## src/sixio_pkg.sv

```systemverilog
package sixio_pkg;

   // ---------------------------------------------------------------
   // port geometry
   // ---------------------------------------------------------------
   localparam int unsigned PIN_COUNT = 6;
   localparam int unsigned TOP_PIN   = 5;
   localparam int unsigned REG_W     = 8;
   localparam int unsigned DATA_W    = 32;
   localparam int unsigned ADDR_W    = 20;

   // ---------------------------------------------------------------
   // register indices; byte address is four times the index
   // ---------------------------------------------------------------
   localparam logic [15:0] IDX_PIN_DIRECTION      = 16'hFEB2;
   localparam logic [15:0] IDX_PIN_LEVEL_READBACK = 16'hFF52;
   localparam logic [15:0] IDX_OUTPUT_VALUE       = 16'hFF62;
   localparam logic [15:0] IDX_OPEN_DRAIN_SELECT  = 16'hFF76;

   localparam logic [ADDR_W-1:0] ADDR_PIN_DIRECTION      = {2'h0, IDX_PIN_DIRECTION, 2'h0};
   localparam logic [ADDR_W-1:0] ADDR_PIN_LEVEL_READBACK = {2'h0, IDX_PIN_LEVEL_READBACK, 2'h0};
   localparam logic [ADDR_W-1:0] ADDR_OUTPUT_VALUE       = {2'h0, IDX_OUTPUT_VALUE, 2'h0};
   localparam logic [ADDR_W-1:0] ADDR_OPEN_DRAIN_SELECT  = {2'h0, IDX_OPEN_DRAIN_SELECT, 2'h0};

   // ---------------------------------------------------------------
   // reset and read values
   // ---------------------------------------------------------------
   localparam logic [PIN_COUNT-1:0] DIRECTION_RST  = 6'h00;
   localparam logic [PIN_COUNT-1:0] OUTPUT_RST     = 6'h00;
   localparam logic [PIN_COUNT-1:0] OPEN_DRAIN_RST = 6'h00;
   localparam logic [PIN_COUNT-1:0] READBACK_RST   = 6'h00;
   localparam logic [PIN_COUNT-1:0] PIN_IDLE_LEVEL = 6'h3F;
   localparam logic [REG_W-1:0]     DIRECTION_READ = 8'hFF;
   localparam logic [1:0]           RESERVED_READ  = 2'h0;

endpackage

```

## src/sixio_pin_sync.sv

```systemverilog
`timescale 1ns/1ps
module sixio_pin_sync #(
   parameter int unsigned     W          = 6,
   parameter logic [W-1:0]    IDLE_LEVEL = '1
) (
   input  wire logic          clock,
   input  wire logic          rst_n,
   input  wire logic          clock_enable,
   input  wire logic [W-1:0]  async_in,
   output logic      [W-1:0]  level
);

   typedef struct packed {
      logic [W-1:0] s1;
      logic [W-1:0] s2;
      logic [W-1:0] s3;
      logic [W-1:0] level;
   } sixio_sync_state_t;

   sixio_sync_state_t st_reg;
   sixio_sync_state_t st_next;

   // ---------------------------------------------------------------
   // three stages; accept a change once stages two and three agree
   // ---------------------------------------------------------------
   always_comb
   begin
      st_next       = st_reg;
      st_next.s1    = async_in;
      st_next.s2    = st_reg.s1;
      st_next.s3    = st_reg.s2;
      // stage one feeds only stage two; disagreeing bits keep old level
      st_next.level = (st_reg.s3 & ~(st_reg.s2 ^ st_reg.s3))
                    | (st_reg.level & (st_reg.s2 ^ st_reg.s3));
   end

   // state register, frozen while the clock enable is low
   always_ff @(posedge clock or negedge rst_n)
   begin
      if (!rst_n)
      begin
         st_reg <= {IDLE_LEVEL, IDLE_LEVEL, IDLE_LEVEL, IDLE_LEVEL};
      end
      else if (clock_enable)
      begin
         st_reg <= st_next;
      end
   end

   assign level = st_reg.level;

endmodule // sixio_pin_sync

```

## src/sixio_port.sv

```systemverilog
`timescale 1ns/1ps
module sixio_port #(
   parameter int unsigned PINS = sixio_pkg::PIN_COUNT
) (
   input  wire logic                          clock,
   input  wire logic                          rst_n,
   input  wire logic                          clock_enable,
   input  wire logic                          manual_reset,
   input  wire logic                          hw_standby,
   input  wire logic                          sw_standby,
   input  wire logic                          psel,
   input  wire logic                          penable,
   input  wire logic                          pwrite,
   input  wire logic [sixio_pkg::ADDR_W-1:0]  paddr,
   input  wire logic [sixio_pkg::DATA_W-1:0]  pwdata,
   input  wire logic [3:0]                    pstrb,
   output logic                               pready,
   output logic      [sixio_pkg::DATA_W-1:0]  prdata,
   output logic                               pslverr,
   input  wire logic                          serial_init,
   input  wire logic                          clock_enable_low,
   input  wire logic                          clock_enable_high,
   input  wire logic                          async_sync_select,
   input  wire logic                          serial_clock_ch1_out,
   output logic                               serial_clock_ch1_in,
   output logic                               external_interrupt_line_b,
   input  wire logic [PINS-1:0]               pin_in,
   output logic      [PINS-1:0]               pin_out,
   output logic      [PINS-1:0]               pin_oe
);

   // ---------------------------------------------------------------
   // state
   // ---------------------------------------------------------------
   typedef struct packed {
      logic [PINS-1:0]               pin_direction;
      logic [PINS-1:0]               output_value;
      logic [PINS-1:0]               open_drain_select;
      logic [PINS-1:0]               readback;
      logic [PINS-1:0]               pin_out;
      logic [PINS-1:0]               pin_oe;
      logic                          sck_in;
      logic                          irq_b;
      logic                          pready;
      logic                          pslverr;
      logic [sixio_pkg::DATA_W-1:0]  prdata;
   } sixio_state_t;

   sixio_state_t st_reg;
   sixio_state_t st_next;

   logic [PINS-1:0] pin_level;

   // ---------------------------------------------------------------
   // pin input synchronisers
   // ---------------------------------------------------------------
   // one filter serves both general reads and the interrupt path,
   // so the interrupt line sees the same debounced level as software
   sixio_pin_sync #(
      .W          (PINS),
      .IDLE_LEVEL (sixio_pkg::PIN_IDLE_LEVEL)
   ) u_pin_sync (
      .clock        (clock),
      .rst_n        (rst_n),
      .clock_enable (clock_enable),
      .async_in     (pin_in),
      .level        (pin_level)
   );

   // ---------------------------------------------------------------
   // bus phase and address decode
   // ---------------------------------------------------------------
   logic setup_phase;
   logic access_done;
   logic hit_direction;
   logic hit_readback;
   logic hit_output;
   logic hit_open_drain;
   logic hit_any;
   logic low_lane_write;

   // zero-wait slave: answer is prepared in the setup cycle
   assign setup_phase    = psel & ~penable;
   assign access_done    = psel & penable & st_reg.pready;
   assign hit_direction  = (paddr == sixio_pkg::ADDR_PIN_DIRECTION);
   assign hit_readback   = (paddr == sixio_pkg::ADDR_PIN_LEVEL_READBACK);
   assign hit_output     = (paddr == sixio_pkg::ADDR_OUTPUT_VALUE);
   assign hit_open_drain = (paddr == sixio_pkg::ADDR_OPEN_DRAIN_SELECT);
   assign hit_any        = hit_direction | hit_readback | hit_output | hit_open_drain;
   // registers are eight bits wide, only byte lane zero carries data
   assign low_lane_write = access_done & pwrite & ~st_reg.pslverr & pstrb[0];

   // ---------------------------------------------------------------
   // top pin function select
   // ---------------------------------------------------------------
   logic top_sck_input;
   logic top_sck_output;

   // while the serial channel is held initialised it owns no pin
   always_comb
   begin
      top_sck_input  = 1'b0;
      top_sck_output = 1'b0;
      if (!serial_init)
      begin
         top_sck_input  = clock_enable_high;
         top_sck_output = ~clock_enable_high
                        & (async_sync_select | clock_enable_low);
      end
   end

   // ---------------------------------------------------------------
   // per-pin drive request
   // ---------------------------------------------------------------
   logic [PINS-1:0] drive_en;
   logic [PINS-1:0] drive_val;

   genvar gi;
   generate
      for (gi = 0; gi < PINS; gi++)
      begin : g_pin
         if (gi == sixio_pkg::TOP_PIN)
         begin : g_top
            // serial clock overrides the general function
            always_comb
            begin
               if (hw_standby)
               begin
                  drive_en[gi]  = 1'b0;
                  drive_val[gi] = 1'b0;
               end
               else if (top_sck_input)
               begin
                  drive_en[gi]  = 1'b0;
                  drive_val[gi] = 1'b0;
               end
               else if (top_sck_output)
               begin
                  drive_en[gi]  = 1'b1;
                  drive_val[gi] = serial_clock_ch1_out;
               end
               else
               begin
                  drive_en[gi]  = st_reg.pin_direction[gi];
                  drive_val[gi] = st_reg.output_value[gi];
               end
            end
         end
         else
         begin : g_plain
            // other serial functions of these pins are not muxed here
            always_comb
            begin
               drive_en[gi]  = st_reg.pin_direction[gi] & ~hw_standby;
               drive_val[gi] = st_reg.output_value[gi];
            end
         end
      end
   endgenerate

   // ---------------------------------------------------------------
   // next-state logic
   // ---------------------------------------------------------------
   always_comb
   begin
      st_next = st_reg;

      // bus answer: pready high for exactly the first access cycle
      st_next.pready  = 1'b0;
      st_next.pslverr = 1'b0;
      if (setup_phase)
      begin
         st_next.pready  = 1'b1;
         st_next.pslverr = ~hit_any;
         st_next.prdata  = '0;
         if (hit_direction)
         begin
            // stored direction is never returned
            st_next.prdata[sixio_pkg::REG_W-1:0] = sixio_pkg::DIRECTION_READ;
         end
         else if (hit_output)
         begin
            st_next.prdata[sixio_pkg::REG_W-1:0] =
               {sixio_pkg::RESERVED_READ, st_reg.output_value};
         end
         else if (hit_readback)
         begin
            st_next.prdata[sixio_pkg::REG_W-1:0] =
               {sixio_pkg::RESERVED_READ, st_reg.readback};
         end
         else if (hit_open_drain)
         begin
            st_next.prdata[sixio_pkg::REG_W-1:0] =
               {sixio_pkg::RESERVED_READ, st_reg.open_drain_select};
         end
      end

      // register writes; bits 7 and 6 are simply not stored
      if (low_lane_write)
      begin
         if (hit_direction)
         begin
            st_next.pin_direction = pwdata[PINS-1:0];
         end
         if (hit_output)
         begin
            st_next.output_value = pwdata[PINS-1:0];
         end
         if (hit_open_drain)
         begin
            st_next.open_drain_select = pwdata[PINS-1:0];
         end
         // readback is read-only, a write there is dropped quietly
      end

      // hardware standby clears; manual reset and software standby keep
      if (hw_standby)
      begin
         st_next.pin_direction     = sixio_pkg::DIRECTION_RST;
         st_next.output_value      = sixio_pkg::OUTPUT_RST;
         st_next.open_drain_select = sixio_pkg::OPEN_DRAIN_RST;
      end

      // readback snapshot; frozen so it survives manual reset and software standby
      if (!manual_reset && !sw_standby)
      begin
         st_next.readback = (st_reg.pin_direction & st_reg.output_value)
                          | (~st_reg.pin_direction & pin_level);
      end

      // pad drive; open drain only ever pulls low
      for (int i = 0; i < PINS; i++)
      begin
         if (!drive_en[i])
         begin
            st_next.pin_out[i] = 1'b0;
            st_next.pin_oe[i]  = 1'b0;
         end
         else if (st_reg.open_drain_select[i])
         begin
            st_next.pin_out[i] = 1'b0;
            st_next.pin_oe[i]  = ~drive_val[i];
         end
         else
         begin
            st_next.pin_out[i] = drive_val[i];
            st_next.pin_oe[i]  = 1'b1;
         end
      end

      // top pin level always reaches the interrupt logic
      st_next.irq_b  = pin_level[sixio_pkg::TOP_PIN];
      // serial clock input idles high when the pin is not selected
      st_next.sck_in = top_sck_input ? pin_level[sixio_pkg::TOP_PIN] : 1'b1;
   end

   // ---------------------------------------------------------------
   // state register
   // ---------------------------------------------------------------
   // power-on reset clears everything but sck_in and irq_b, which start high; clock enable freezes all state
   always_ff @(posedge clock or negedge rst_n)
   begin
      if (!rst_n)
      begin
         st_reg                   <= '0;
         st_reg.pin_direction     <= sixio_pkg::DIRECTION_RST;
         st_reg.output_value      <= sixio_pkg::OUTPUT_RST;
         st_reg.open_drain_select <= sixio_pkg::OPEN_DRAIN_RST;
         st_reg.readback          <= sixio_pkg::READBACK_RST;
         st_reg.sck_in            <= 1'b1;
         st_reg.irq_b             <= 1'b1;
      end
      else if (clock_enable)
      begin
         st_reg <= st_next;
      end
   end

   // ---------------------------------------------------------------
   // outputs, all straight from the state register
   // ---------------------------------------------------------------
   assign pready                    = st_reg.pready;
   assign prdata                    = st_reg.prdata;
   assign pslverr                   = st_reg.pslverr;
   assign pin_out                   = st_reg.pin_out;
   assign pin_oe                    = st_reg.pin_oe;
   assign serial_clock_ch1_in       = st_reg.sck_in;
   assign external_interrupt_line_b = st_reg.irq_b;

endmodule // sixio_port

```

## config.mk

```make
export PLATFORM = sky130hd
export DESIGN_NAME = sixio_port
export DESIGN_NICKNAME = d
export VERILOG_FILES = /design/src/sixio_pkg.sv /design/src/sixio_pin_sync.sv /design/src/sixio_port.sv
export SDC_FILE = /design/constraint.sdc
export NUM_CORES = 1
export LEC_CHECK = 0
export BUFFER_PORTS_ARGS = -buffer_cell sky130_fd_sc_hd__buf_4
export CAP_MARGIN = 20
export CORE_ASPECT_RATIO = 1.1
export CORE_MARGIN = 8
export CORE_UTILIZATION = 33
export CTS_CLUSTER_DIAMETER = 40
export DETAILED_ROUTE_END_ITERATION = 10
export SLEW_MARGIN = 20
export SYNTH_ARGS = -nofsm -noshare
export SYNTH_HDL_FRONTEND = slang
export SYNTH_HIERARCHICAL = 1
export SYNTH_SLANG_ARGS = --single-unit
```

## constraint.sdc

```tcl
create_clock -name clock -period 1.7 [get_ports clock]
set_input_delay 0.34 -clock clock [delete_from_list [all_inputs] [get_ports clock]]
set_output_delay 0.34 -clock clock [all_outputs]
set_load 0.02 [all_outputs]
```

=== Word level (Yosys, flattened, before mapping) ===
Index checks and enable logic that the tools add are counted.

* Bits in writable memories: 0
* Bits in latches: 0
* Bits of input ports: 76
* Logic and storage cells: 110
* Memory bits (read-only): 0
* Register bits: 72
* Memories: 0
* Output and inout bits: 48

* Equality and inequality tests: 4
* Multiply operators: 0
* Div/mod/pow operators: 0
* Bitwise gates (word level): 36
* $add $sub $neg: 0
* Multiplexer cells: 43
* Reductions and logical operators: 12
* $lt $le $gt $ge: 0
* Shifts and indexed selects: 0

{| class="wikitable"
|+ Operator list
! cell !! count
|-
| 20-bit by 18-bit == test with 1-bit output (second input constant) || 4
|-
| 18-bit 2-to-1 mux || 2
|-
| 6-bit 2-to-1 mux || 6
|-
| 34-bit 2-to-1 mux || 1
|-
| 1-bit 2-to-1 mux || 33
|-
| 6-bit bitwise AND || 4
|-
| 1-bit bitwise AND || 12
|-
| 6-bit inverter || 2
|-
| 6-bit OR || 2
|-
| 1-bit inverter || 11
|-
| 3-bit AND reduction || 3
|-
| 8-bit 2-to-1 mux || 1
|-
| 2-bit nonzero test || 4
|-
| 6-bit XOR || 1
|-
| 1-bit OR || 4
|-
| 2-bit AND reduction || 2
|-
| 1-bit logical NOT || 2
|-
| 1-bit logical AND || 1
|}

=== Depth between registers and ports, before layout ===
Gate-level depths: netlist of run 1.

* Depth in word-level cells: 9
* Depth in mapped cells: 6
* Gate-level depth less buffers: 5

=== By module ===
The synthesis of run 1 kept the hierarchy.

{| class="wikitable"
|+ Modules (own cells, without submodules)
! module !! cells an instance !! seq. area each (µm²) !! times used !! area an instance (µm²)
|-
| sixio_port || 286 || 1178.6 || 1 || 2726.4
|-
| sixio_pin_sync || 71 || 630.6 || 1 || 1038.5
|}

=== Least setup slack after synthesis of run 1 ===
OpenSTA, ideal clock, no wires.

* Kind: in2reg
* Start point: input port paddr[1] in the netlist's numbering
* End point: register st_reg (netlist bit pslverr)
* Setup time: 0.122 ns
* Stages on the path: 6
* Path slack: -0.391 ns
* Buffers on the path: 1
* Arrival: 1.970 ns
* Required time: 1.578 ns
* Cells stage by stage: or4b_4 nor4_4 and3_1 buf_4 nor2_4 a32o_1

* Cells in the longest elaborated chain, start to end: 6
* Elaborated cells on any way between the ends: 9
* Classes of those cells: eq/ne: 4; mux: 1; bitwise: 4

{| class="wikitable"
|+ Ends and longest elaborated chain
! what !! line !! RTL
|-
| start: declaration || sixio_port.sv:14 || <nowiki>input wire logic [sixio_pkg::ADDR_W-1:0] paddr,</nowiki>
|-
| 20-bit by 18-bit == test with 1-bit output (on tied branches) || sixio_port.sv:85, sixio_port.sv:86 ||
|-
| 1-bit OR (2 in series) || sixio_port.sv:89 || <nowiki>assign hit_any = hit_direction | hit_readback | hit_output | hit_open_drain;</nowiki>
|-
| 1-bit OR (*) || sixio_port.sv:89 ||
|-
| 1-bit inverter (*) || sixio_port.sv:174 || <nowiki>st_next.pslverr = ~hit_any;</nowiki>
|-
| 34-bit 2-to-1 mux (*) || sixio_port.sv:171 || <nowiki>if (setup_phase)</nowiki>
|-
| end signal: assignment || sixio_port.sv:275 || <nowiki>st_reg <= st_next;</nowiki>
|-
| end: declaration || sixio_port.sv:49 || <nowiki>sixio_state_t st_reg;</nowiki>
|}

Mark *: on every way between the ends. The rest lies on a longest branch, timed or not.
A chain may end at the register's enable or synchronous reset.

=== Worst setup path after layout of run 1 ===
* Start point: input port paddr[0] in the netlist's numbering
* End point: register st_reg (netlist bit prdata[4])

* Cells in the longest elaborated chain, start to end: 5
* Elaborated cells on any way between the ends: 8
* Classes of those cells: eq/ne: 4; mux: 4

{| class="wikitable"
|+ Ends and longest elaborated chain
! what !! line !! RTL
|-
| 20-bit by 18-bit == test with 1-bit output || sixio_port.sv:88 || <nowiki>assign hit_open_drain = (paddr == sixio_pkg::ADDR_OPEN_DRAIN_SELECT);</nowiki>
|-
| 6-bit 2-to-1 mux || sixio_port.sv:191 || <nowiki>else if (hit_open_drain)</nowiki>
|-
| 6-bit 2-to-1 mux || sixio_port.sv:186 || <nowiki>else if (hit_readback)</nowiki>
|-
| 6-bit 2-to-1 mux || sixio_port.sv:181 || <nowiki>else if (hit_output)</nowiki>
|-
| 8-bit 2-to-1 mux (*) || sixio_port.sv:176 || <nowiki>if (hit_direction)</nowiki>
|}

Marks and branches as above.

==> summary.md, run 1 <==
| Metric | Value |
|---|---|
| Nets@finish | 508 |
| Antenna fix cells | 0 |
| Hold Crit Depth | 2 |
| Routability Congestion | 0.817 |
| Largest net degree at the start of global routing | 34 |
| Maximum VDD drop | 0.436 mV |
| Antenna violations before repair | 0 |
| Vias in the first global route | 2833 |
| RSZ-0062 raised after global routing | true |
| Crit path max fanout | 8 |
| Core area | 11300 um^2 |
| Setup Crit Path Kind | in2reg |
| Clock slew at reported path FFs | about 0.050 ns |
| Starting Density | between 30 and 40% |
| Max Cap Violations | 0 |
| Clk_lat worst skew | 0.33 ns |
| Crit Reg-Reg Endpoint | drive_val[4]$_DFFE_PN0P_ |
| Type of the most critical hold path | in2reg |
| Die Y | 128 um |
| Final worst slack | 0.0550 ns |
| Setup-failing EPs final | 0 |
| Drt pass-1 iters | 6 |
| CTS root buf | clkbuf_16 |
| Vias post-DR | 2767 |
| Num Clock Sinks | 71 |
| Sequential area share after synthesis | 48.1% |
| Critical path capture point type | flop |
| FMAX | 0.608 GHz |
| Place WS | -0.330 ns |
| Cts bufs inserted | 9 |
| Setup TNS Final | 0 ns |
| Post-detailed-route wirelength per cell | 14.9 um |
| Type of element launching the critical path | primary input |
| # port buffers | 70 |
| Total Wirelength | just under 9 mm |
| Setup Skew | 0.00449 ns |
| Placed cell count | 567 |
| Status | complete, no violations |
| DR DRC count | 0 |
| CTS tree | done |
| Fin crit share | around 97% |
| Post-synthesis mux area share | 7.58% |
| R2r startpoint | pready$_DFFE_PN0P_ |
| Number of flops mapped to enable cells by yosys | 0 |
| Final Critical Period | 1.64 ns |
| P_leak | 2.14 nW |
| Hold_ws | around 0.24 ns |
| DIE WIDTH | ~120 um |
| #FFs+latches synth | 71 |
| Initial DRC count | 98 |
| Worst Hold Launch | pin_in[2] |
| R2R cell count | 7 |
| R2R Setup Slk | ~0.13 ns |
| Core Rows | 41 |
| Cells after Synth | 357 |
| Worst path arrival time | 1.85 ns |
| DR vias/cell | 4.72 |
| Detail Placement HPWL | 6.77 mm |
| Main combinational cell family by area after synthesis | compound AO/OA/AOI/OAI gates |
| Syn. warnings | 6 |
| Post-route insts no fill | 586 |
| Gr usage total | a little under an eighth |
| Final Hold Fails | 0 |
| Slew Limit Fails | 0 |
| Die area | 15100 um^2 |
| Cell area after synthesis | 3760 um^2 |
| First-pass GRT wire length | 14.5 mm |
| Max FFs per register | 19 |
| Synth Area in Adders | 0% |
| H-Tree Level Count | 3 |
| Fin util | 41.9% |
| Compound-Gate Fraction of Synth Area | 15.9% |
| FFs w/ async S/R, synth | 100% |
| Xor and xnor area share after synthesis | 0% |
| Pwr dens | 1000 nW/um^2 |
| Clk buf depth | 2 |
| Area Overhead vs Synth | 25.6% |
| Synth Area in Simple Gates | 15.3% |
| Distinct cells, synth | 42 |
| Syn Area/Cell | 10.5 um^2 |
| I/O pin total | 124 |
| GRT overflow | 0 |
| Post-route ant nets | 0 |
| Top_reg_cell synth | dfrtp_1 |
| Share of layout cells above drive strength 1 | approximately two fifths |
| WHS Endpoint | u_pin_sync/st_next[14]$_DFFE_PN1P_ |
| Req. time, crit path | ~1.9 ns |
==> Yosys cell counts, types with 2 or more instances <==
master      n  area [um^2]
a21o_1     15          113
a21oi_1    15         75.1
a22o_1     14          123
a22oi_1     8         60.1
a32o_1      2         20.0
buf_1       2         7.51
buf_4      53          398
clkbuf_1    7         26.3
dfrtp_1    45         1130
dfstp_2    26          683
inv_1      13         48.8
mux2_2     20          225
mux2i_1     6         60.1
nand2_1    13         48.8
nand2b_1    6         37.5
nand3_1    23          115
nand3b_1    2         15.0
nand4b_1    5         43.8
nor2_1     16         60.1
nor2b_1    11         68.8
nor3_1      4         20.0
nor3_2      2         20.0
nor3b_1     4         30.0
nor4_4      2         42.5
o211ai_1    2         15.0
o21ai_0    19         95.1
o2bb2ai_1   7         61.3
==> worst max-delay path: stages <==
cell and delay [ns]:
buf_4 0.11, or4b_4 0.55, nor4_4 0.14, buf_4 0.19, nand3_2 0.19, o2bb2ai_1 0.24
a21oi_1 0.09
==> cell usage in the layout (no fill, tap or decap), types with 2 or more instances in the layout <==
cell type	netlist	routed
conb_1	1	24
nor4_4	2	2
a22oi_1	8	8
dfrtp_1	45	45
o21ai_0	19	18
o2bb2ai_2	0	2
nand3_1	23	22
nand3b_1	2	2
a32o_1	2	2
nor3b_1	4	3
buf_4	53	100
nand2_1	13	12
a22o_1	14	14
mux2i_1	6	6
o2bb2ai_1	7	5
o211ai_1	2	2
a21oi_1	15	15
clkinv_2	0	2
nand4b_1	5	5
dfstp_2	26	26
inv_1	13	13
mux2_2	20	20
buf_6	1	2
clkbuf_16	0	9
a21o_1	15	14
nor3_1	4	4
nor2_1	16	16
nor2b_1	11	11
clkbuf_1	7	2
nand2b_1	6	6
==> stage by stage <==
stage	area (um^2)	power (mW)
2_1_floorplan	3860	2.79
3_3_place_gp	4370	2.95
3_5_place_dp	4370	2.98
4_1_cts	4660	4.79
5_1_grt	4730	4.98
6_report	4730	4.74
==> power by group <==
part | internal, mW | switching, mW
Clock | 1.12 | 0.663
Sequential | 2.01 | 0.165
Combinational | 0.398 | 0.381
Total | 3.53 | 1.21
==> cell type report <==
class | count | area, um^2
repair buffers | 104 | 803
inverters | 13 | 48.8
clock buffers | 11 | 233
fillers | 1110 | 6560
multi-input cells | 233 | 1600
well taps | 150 | 188
clock inverters | 4 | 47.5
flip-flops and latches | 71 | 1810
==> worst max-delay path by stage <==
| stage | start | end | slack [ns] | depth (start not counted) |
|---|---|---|---|---|
| floorplan | paddr[2] | pslverr$_DFFE_PN0P_ | -0.24 | 6 |
| global placement | paddr[2] | st_reg[57]$_DFFE_PN0P_ | -0.33 | 7 |
| detailed placement | paddr[2] | st_reg[59]$_DFFE_PN0P_ | -0.33 | 7 |
| CTS | paddr[2] | st_reg[59]$_DFFE_PN0P_ | 0.03 | 7 |
| global route | paddr[0] | prdata[0]$_DFFE_PN0P_ | -0.03 | 7 |
| finish | paddr[0] | prdata[4]$_DFFE_PN0P_ | 0.06 | 7 |
==> logic make-up after synthesis <==
logic type             Yosys count
DFF                             71
muxes                           26
other                            1
and+or+nand+nor                 96
AOI/OAI and AO/OA               87
buffers and inverters           76
==> layer usage <==
metal	part of all wire [%]	wire length, um	track usage [%]
met5	0	0	0
met4	1.7	150	4.75
met3	6.5	570	4.14
met2	49	4230	19.5
met1	43	3770	14.1
==> repair_timing <==
action	4_1_cts	5_1_grt
buffers inserted	0	3
hold buffers	1	0
gates resized for setup	0	10
endpoints found under the setup margin	0	19
hold endpoints to repair	8	0
(Power assumes the default switching activity.)
==> inputs of run 2 (changes only) <==
- ABC_AREA: unset -> 1
==> run 2 against run 1 <==
  * Fmax rose by 13%
  * Worst hold slack got worse by 0.022 ns
  * Register-to-register slack better by 0.11 ns
  * Critical path depth did not move
  * Critical endpoint is now st_reg[55]$_DFFE_PN0P_
==> summary.md, run 2 <==
| Metric | Value |
|---|---|
| Cts bufs inserted | 9 |
| R2r startpoint | pready$_DFFE_PN0P_ |
| Area Overhead vs Synth | 19.4% |
| Vias in the first global route | 3029 |
| Type of element launching the critical path | flop |
| Worst setup path end | st_reg[55]$_DFFE_PN0P_ |
| Initial DRC count | approximately 100 |
| Vias post-DR | 2991 |
| Distinct cells, synth | 34 |
| Setup-failing EPs final | 0 |
| CTS Hold Bufs | 1 |
| Nets@finish | 624 |
| FFs w/ async S/R, synth | 100% |
| Routability Congestion | 0.787 |
| Core Rows | 41 |
| Final Hold Fails | 0 |
| GRT overflow | 0 |
| Cells after Synth | 493 |
| Yosys top cell area share | between 20 and 30% |
| Commonest non-fill, non-tap cell in the layout | nand2_1 |
| Status | complete, no violations |
| Starting Density | 33.8% |
| Clock slew at reported path FFs | 0.06 ns |
| Worst path arrival time | 1.73 ns |
| First-pass GRT wire length | between 10 and 15 mm |
| Synth top area cells | dfrtp_1, dfstp_2, nand2_1 |
| # port buffers | 70 |
| Setup Skew | 0.00913 ns |
| Most frequent cell after synthesis | nand2_1 |
| Largest net degree at the start of global routing | 50 |
| Pwr dens | 1040 nW/um^2 |
| Final Critical Period | 1.46 ns |
| Drt pass-1 iters | 4 |
| Req. time, crit path | 1.97 ns |
| Gr usage total | 11.8% |
| Slew Limit Fails | 0 |
| Area leader, netlist | dfrtp_1 |
| Die area | 15500 um^2 |
| Max Cap Violations | 0 |
| Setup TNS Final | 0 ns |
| Crit path max fanout | 13 |
| Number of flops mapped to enable cells by yosys | 0 |
| R2R Setup Slk | about 0.24 ns |
| Die Y | 130 um |
| DR vias/cell | 4.25 |
| Clk_lat worst skew | 0.33 ns |
| Maximum VDD drop | 0.566 mV |
| RSZ-0062 raised after global routing | false |
| H-Tree Level Count | 3 |
| Setup Crit Path Kind | reg2reg |
| Syn Area/Cell | between 7 and 8 um^2 |
| Critical path capture point type | flop |
| I/O pin total | between 100 and 150 |
| Post-detailed-route wirelength per cell | 12.5 um |
| Crit Reg-Reg Endpoint | st_reg[55]$_DFFE_PN0P_ |
| P_leak | roughly 2.5 nW |
| Post-route ant nets | 0 |
| Post-DP Area | 4320 um^2 |
| Type of the most critical hold path | in2reg |
| Antenna violations before repair | 0 |
| Most frequent cells in the layout | nand2_1, buf_4, inv_1 |
| Share of layout cells above drive strength 1 | 25.3% |
| R2R cell count | 7 |
| Top_reg_cell synth | dfrtp_1 |
| Synth cell count leaders | nand2_1, inv_1, buf_4 |
| #FFs+latches synth | a little over 70 |
| Total Wirelength | 8.79 mm |
| Clk buf depth | 2 |
| Worst Hold Launch | pin_in[1] |
| Post_cts resized | 0 |
| FMAX | 0.685 GHz |
| Core area | 11500 um^2 |
| Max FFs per register | 19 |
| Cell area after synthesis | 3880 um^2 |
| Antenna fix cells | 0 |
| Fin crit share | 85.9% |
| Num Clock Sinks | 71 |
| Syn. warnings | 6 |
| CP Launch Point | pready$_DFFE_PN0P_ |
| Detail Placement HPWL | 6.76 mm |
| Postcts setup bufs | 0 |
| DR DRC count | 0 |
| CTS tree | done |
| Sequential area share after synthesis | a little under half |
| CTS root buf | clkbuf_16 |
| Post-route cell area | approximately 4600 um^2 |
| Hold_ws | 0.219 ns |
| DIE WIDTH | 119 um |
==> run 2: cell types whose count changed in the layout (fill, tap and decap cells not counted), sizes merged, moves of 7 or more <==
cell / delta
o2bb2ai: -7
a22oi: -8
a21o: -15
nor2: +21
o21ai: +10
inv: +53
mux2: -20
nor2b: -10
nand2: +145
buf: -20
a22o: -14
==> run 2: layout make-up <==
| cell class | count | area (um^2) |
|---|---|---|
| Clock inverter | 4 | 26.3 |
| Inverter | 66 | 248 |
| Multi-Input combinational cell | 316 | 1430 |
| Tap cell | 150 | 188 |
| Clock buffer | 12 | 278 |
| Timing Repair Buffer | 84 | 658 |
| Fill cell | 1227 | 6860 |
| Sequential cell | 71 | 1810 |
==> run 2: layer usage <==
layer  part of all wire [%]  GRT usage [%]
met4                    1.9           5.22
met5                      0              0
met3                    4.4           3.28
met2                     49           19.3
met1                     45           14.4
==> run 2: critical path, cell delays in order (launching register included) <==
cell and delay (ns):
dfrtp_1 0.37, nand4_1 0.10, nor2_1 0.09, nand2_1 0.08, a21oi_2 0.33, buf_4 0.26, nand3_1 0.09, nand2_1 0.08
==> run 2: cells by family (layout without fill, tap and decap cells) <==
family / after synthesis / count (layout) / synth area share (%)
and+or+nand+nor: 233 / 233 / 25.4
buffers and inverters: 129 / 166 / 18.8
DFF: 71 / 71 / 46.6
AOI/OAI and AO/OA: 59 / 59 / 9.00
other: 1 / 24 / 0.0967
==> run 2: where the power goes <==
| part | leakage (nW) | total [mW] | internal (mW) | switching [mW] |
|---|---|---|---|---|
| registers | 0.860 | 2.15 | 1.99 | 0.157 |
| logic | 1.44 | 0.826 | 0.326 | 0.500 |
| clock network | 0.150 | 1.86 | 1.15 | 0.708 |
| total | 2.45 | 4.84 | 3.47 | 1.37 |
==> run 2: worst min-delay path by stage <==
stage,to,cells past startpoint
floorplan,drive_val[0]$_DFFE_PN0P_,0
global placement,prdata[5]$_DFFE_PN0P_,1
detailed placement,prdata[5]$_DFFE_PN0P_,1
CTS,u_pin_sync/st_next[16]$_DFFE_PN1P_,3
global route,u_pin_sync/st_next[16]$_DFFE_PN1P_,3
finish,u_pin_sync/st_next[13]$_DFFE_PN1P_,3
==> run 2: metrics by stage <==
stage / power [mW] / util, % / instances / worst slack (ns)
after floorplan: 2.81 / - / 516 / 0.364
after global placement: 2.98 / 37.6 / 686 / 0.117
after detailed placement: 3.01 / 37.6 / 686 / 0.101
after CTS: 4.88 / 40.3 / 703 / 0.234
after global routing: 5.11 / 40.3 / 703 / 0.0799
final: 4.84 / 40.3 / 703 / 0.240
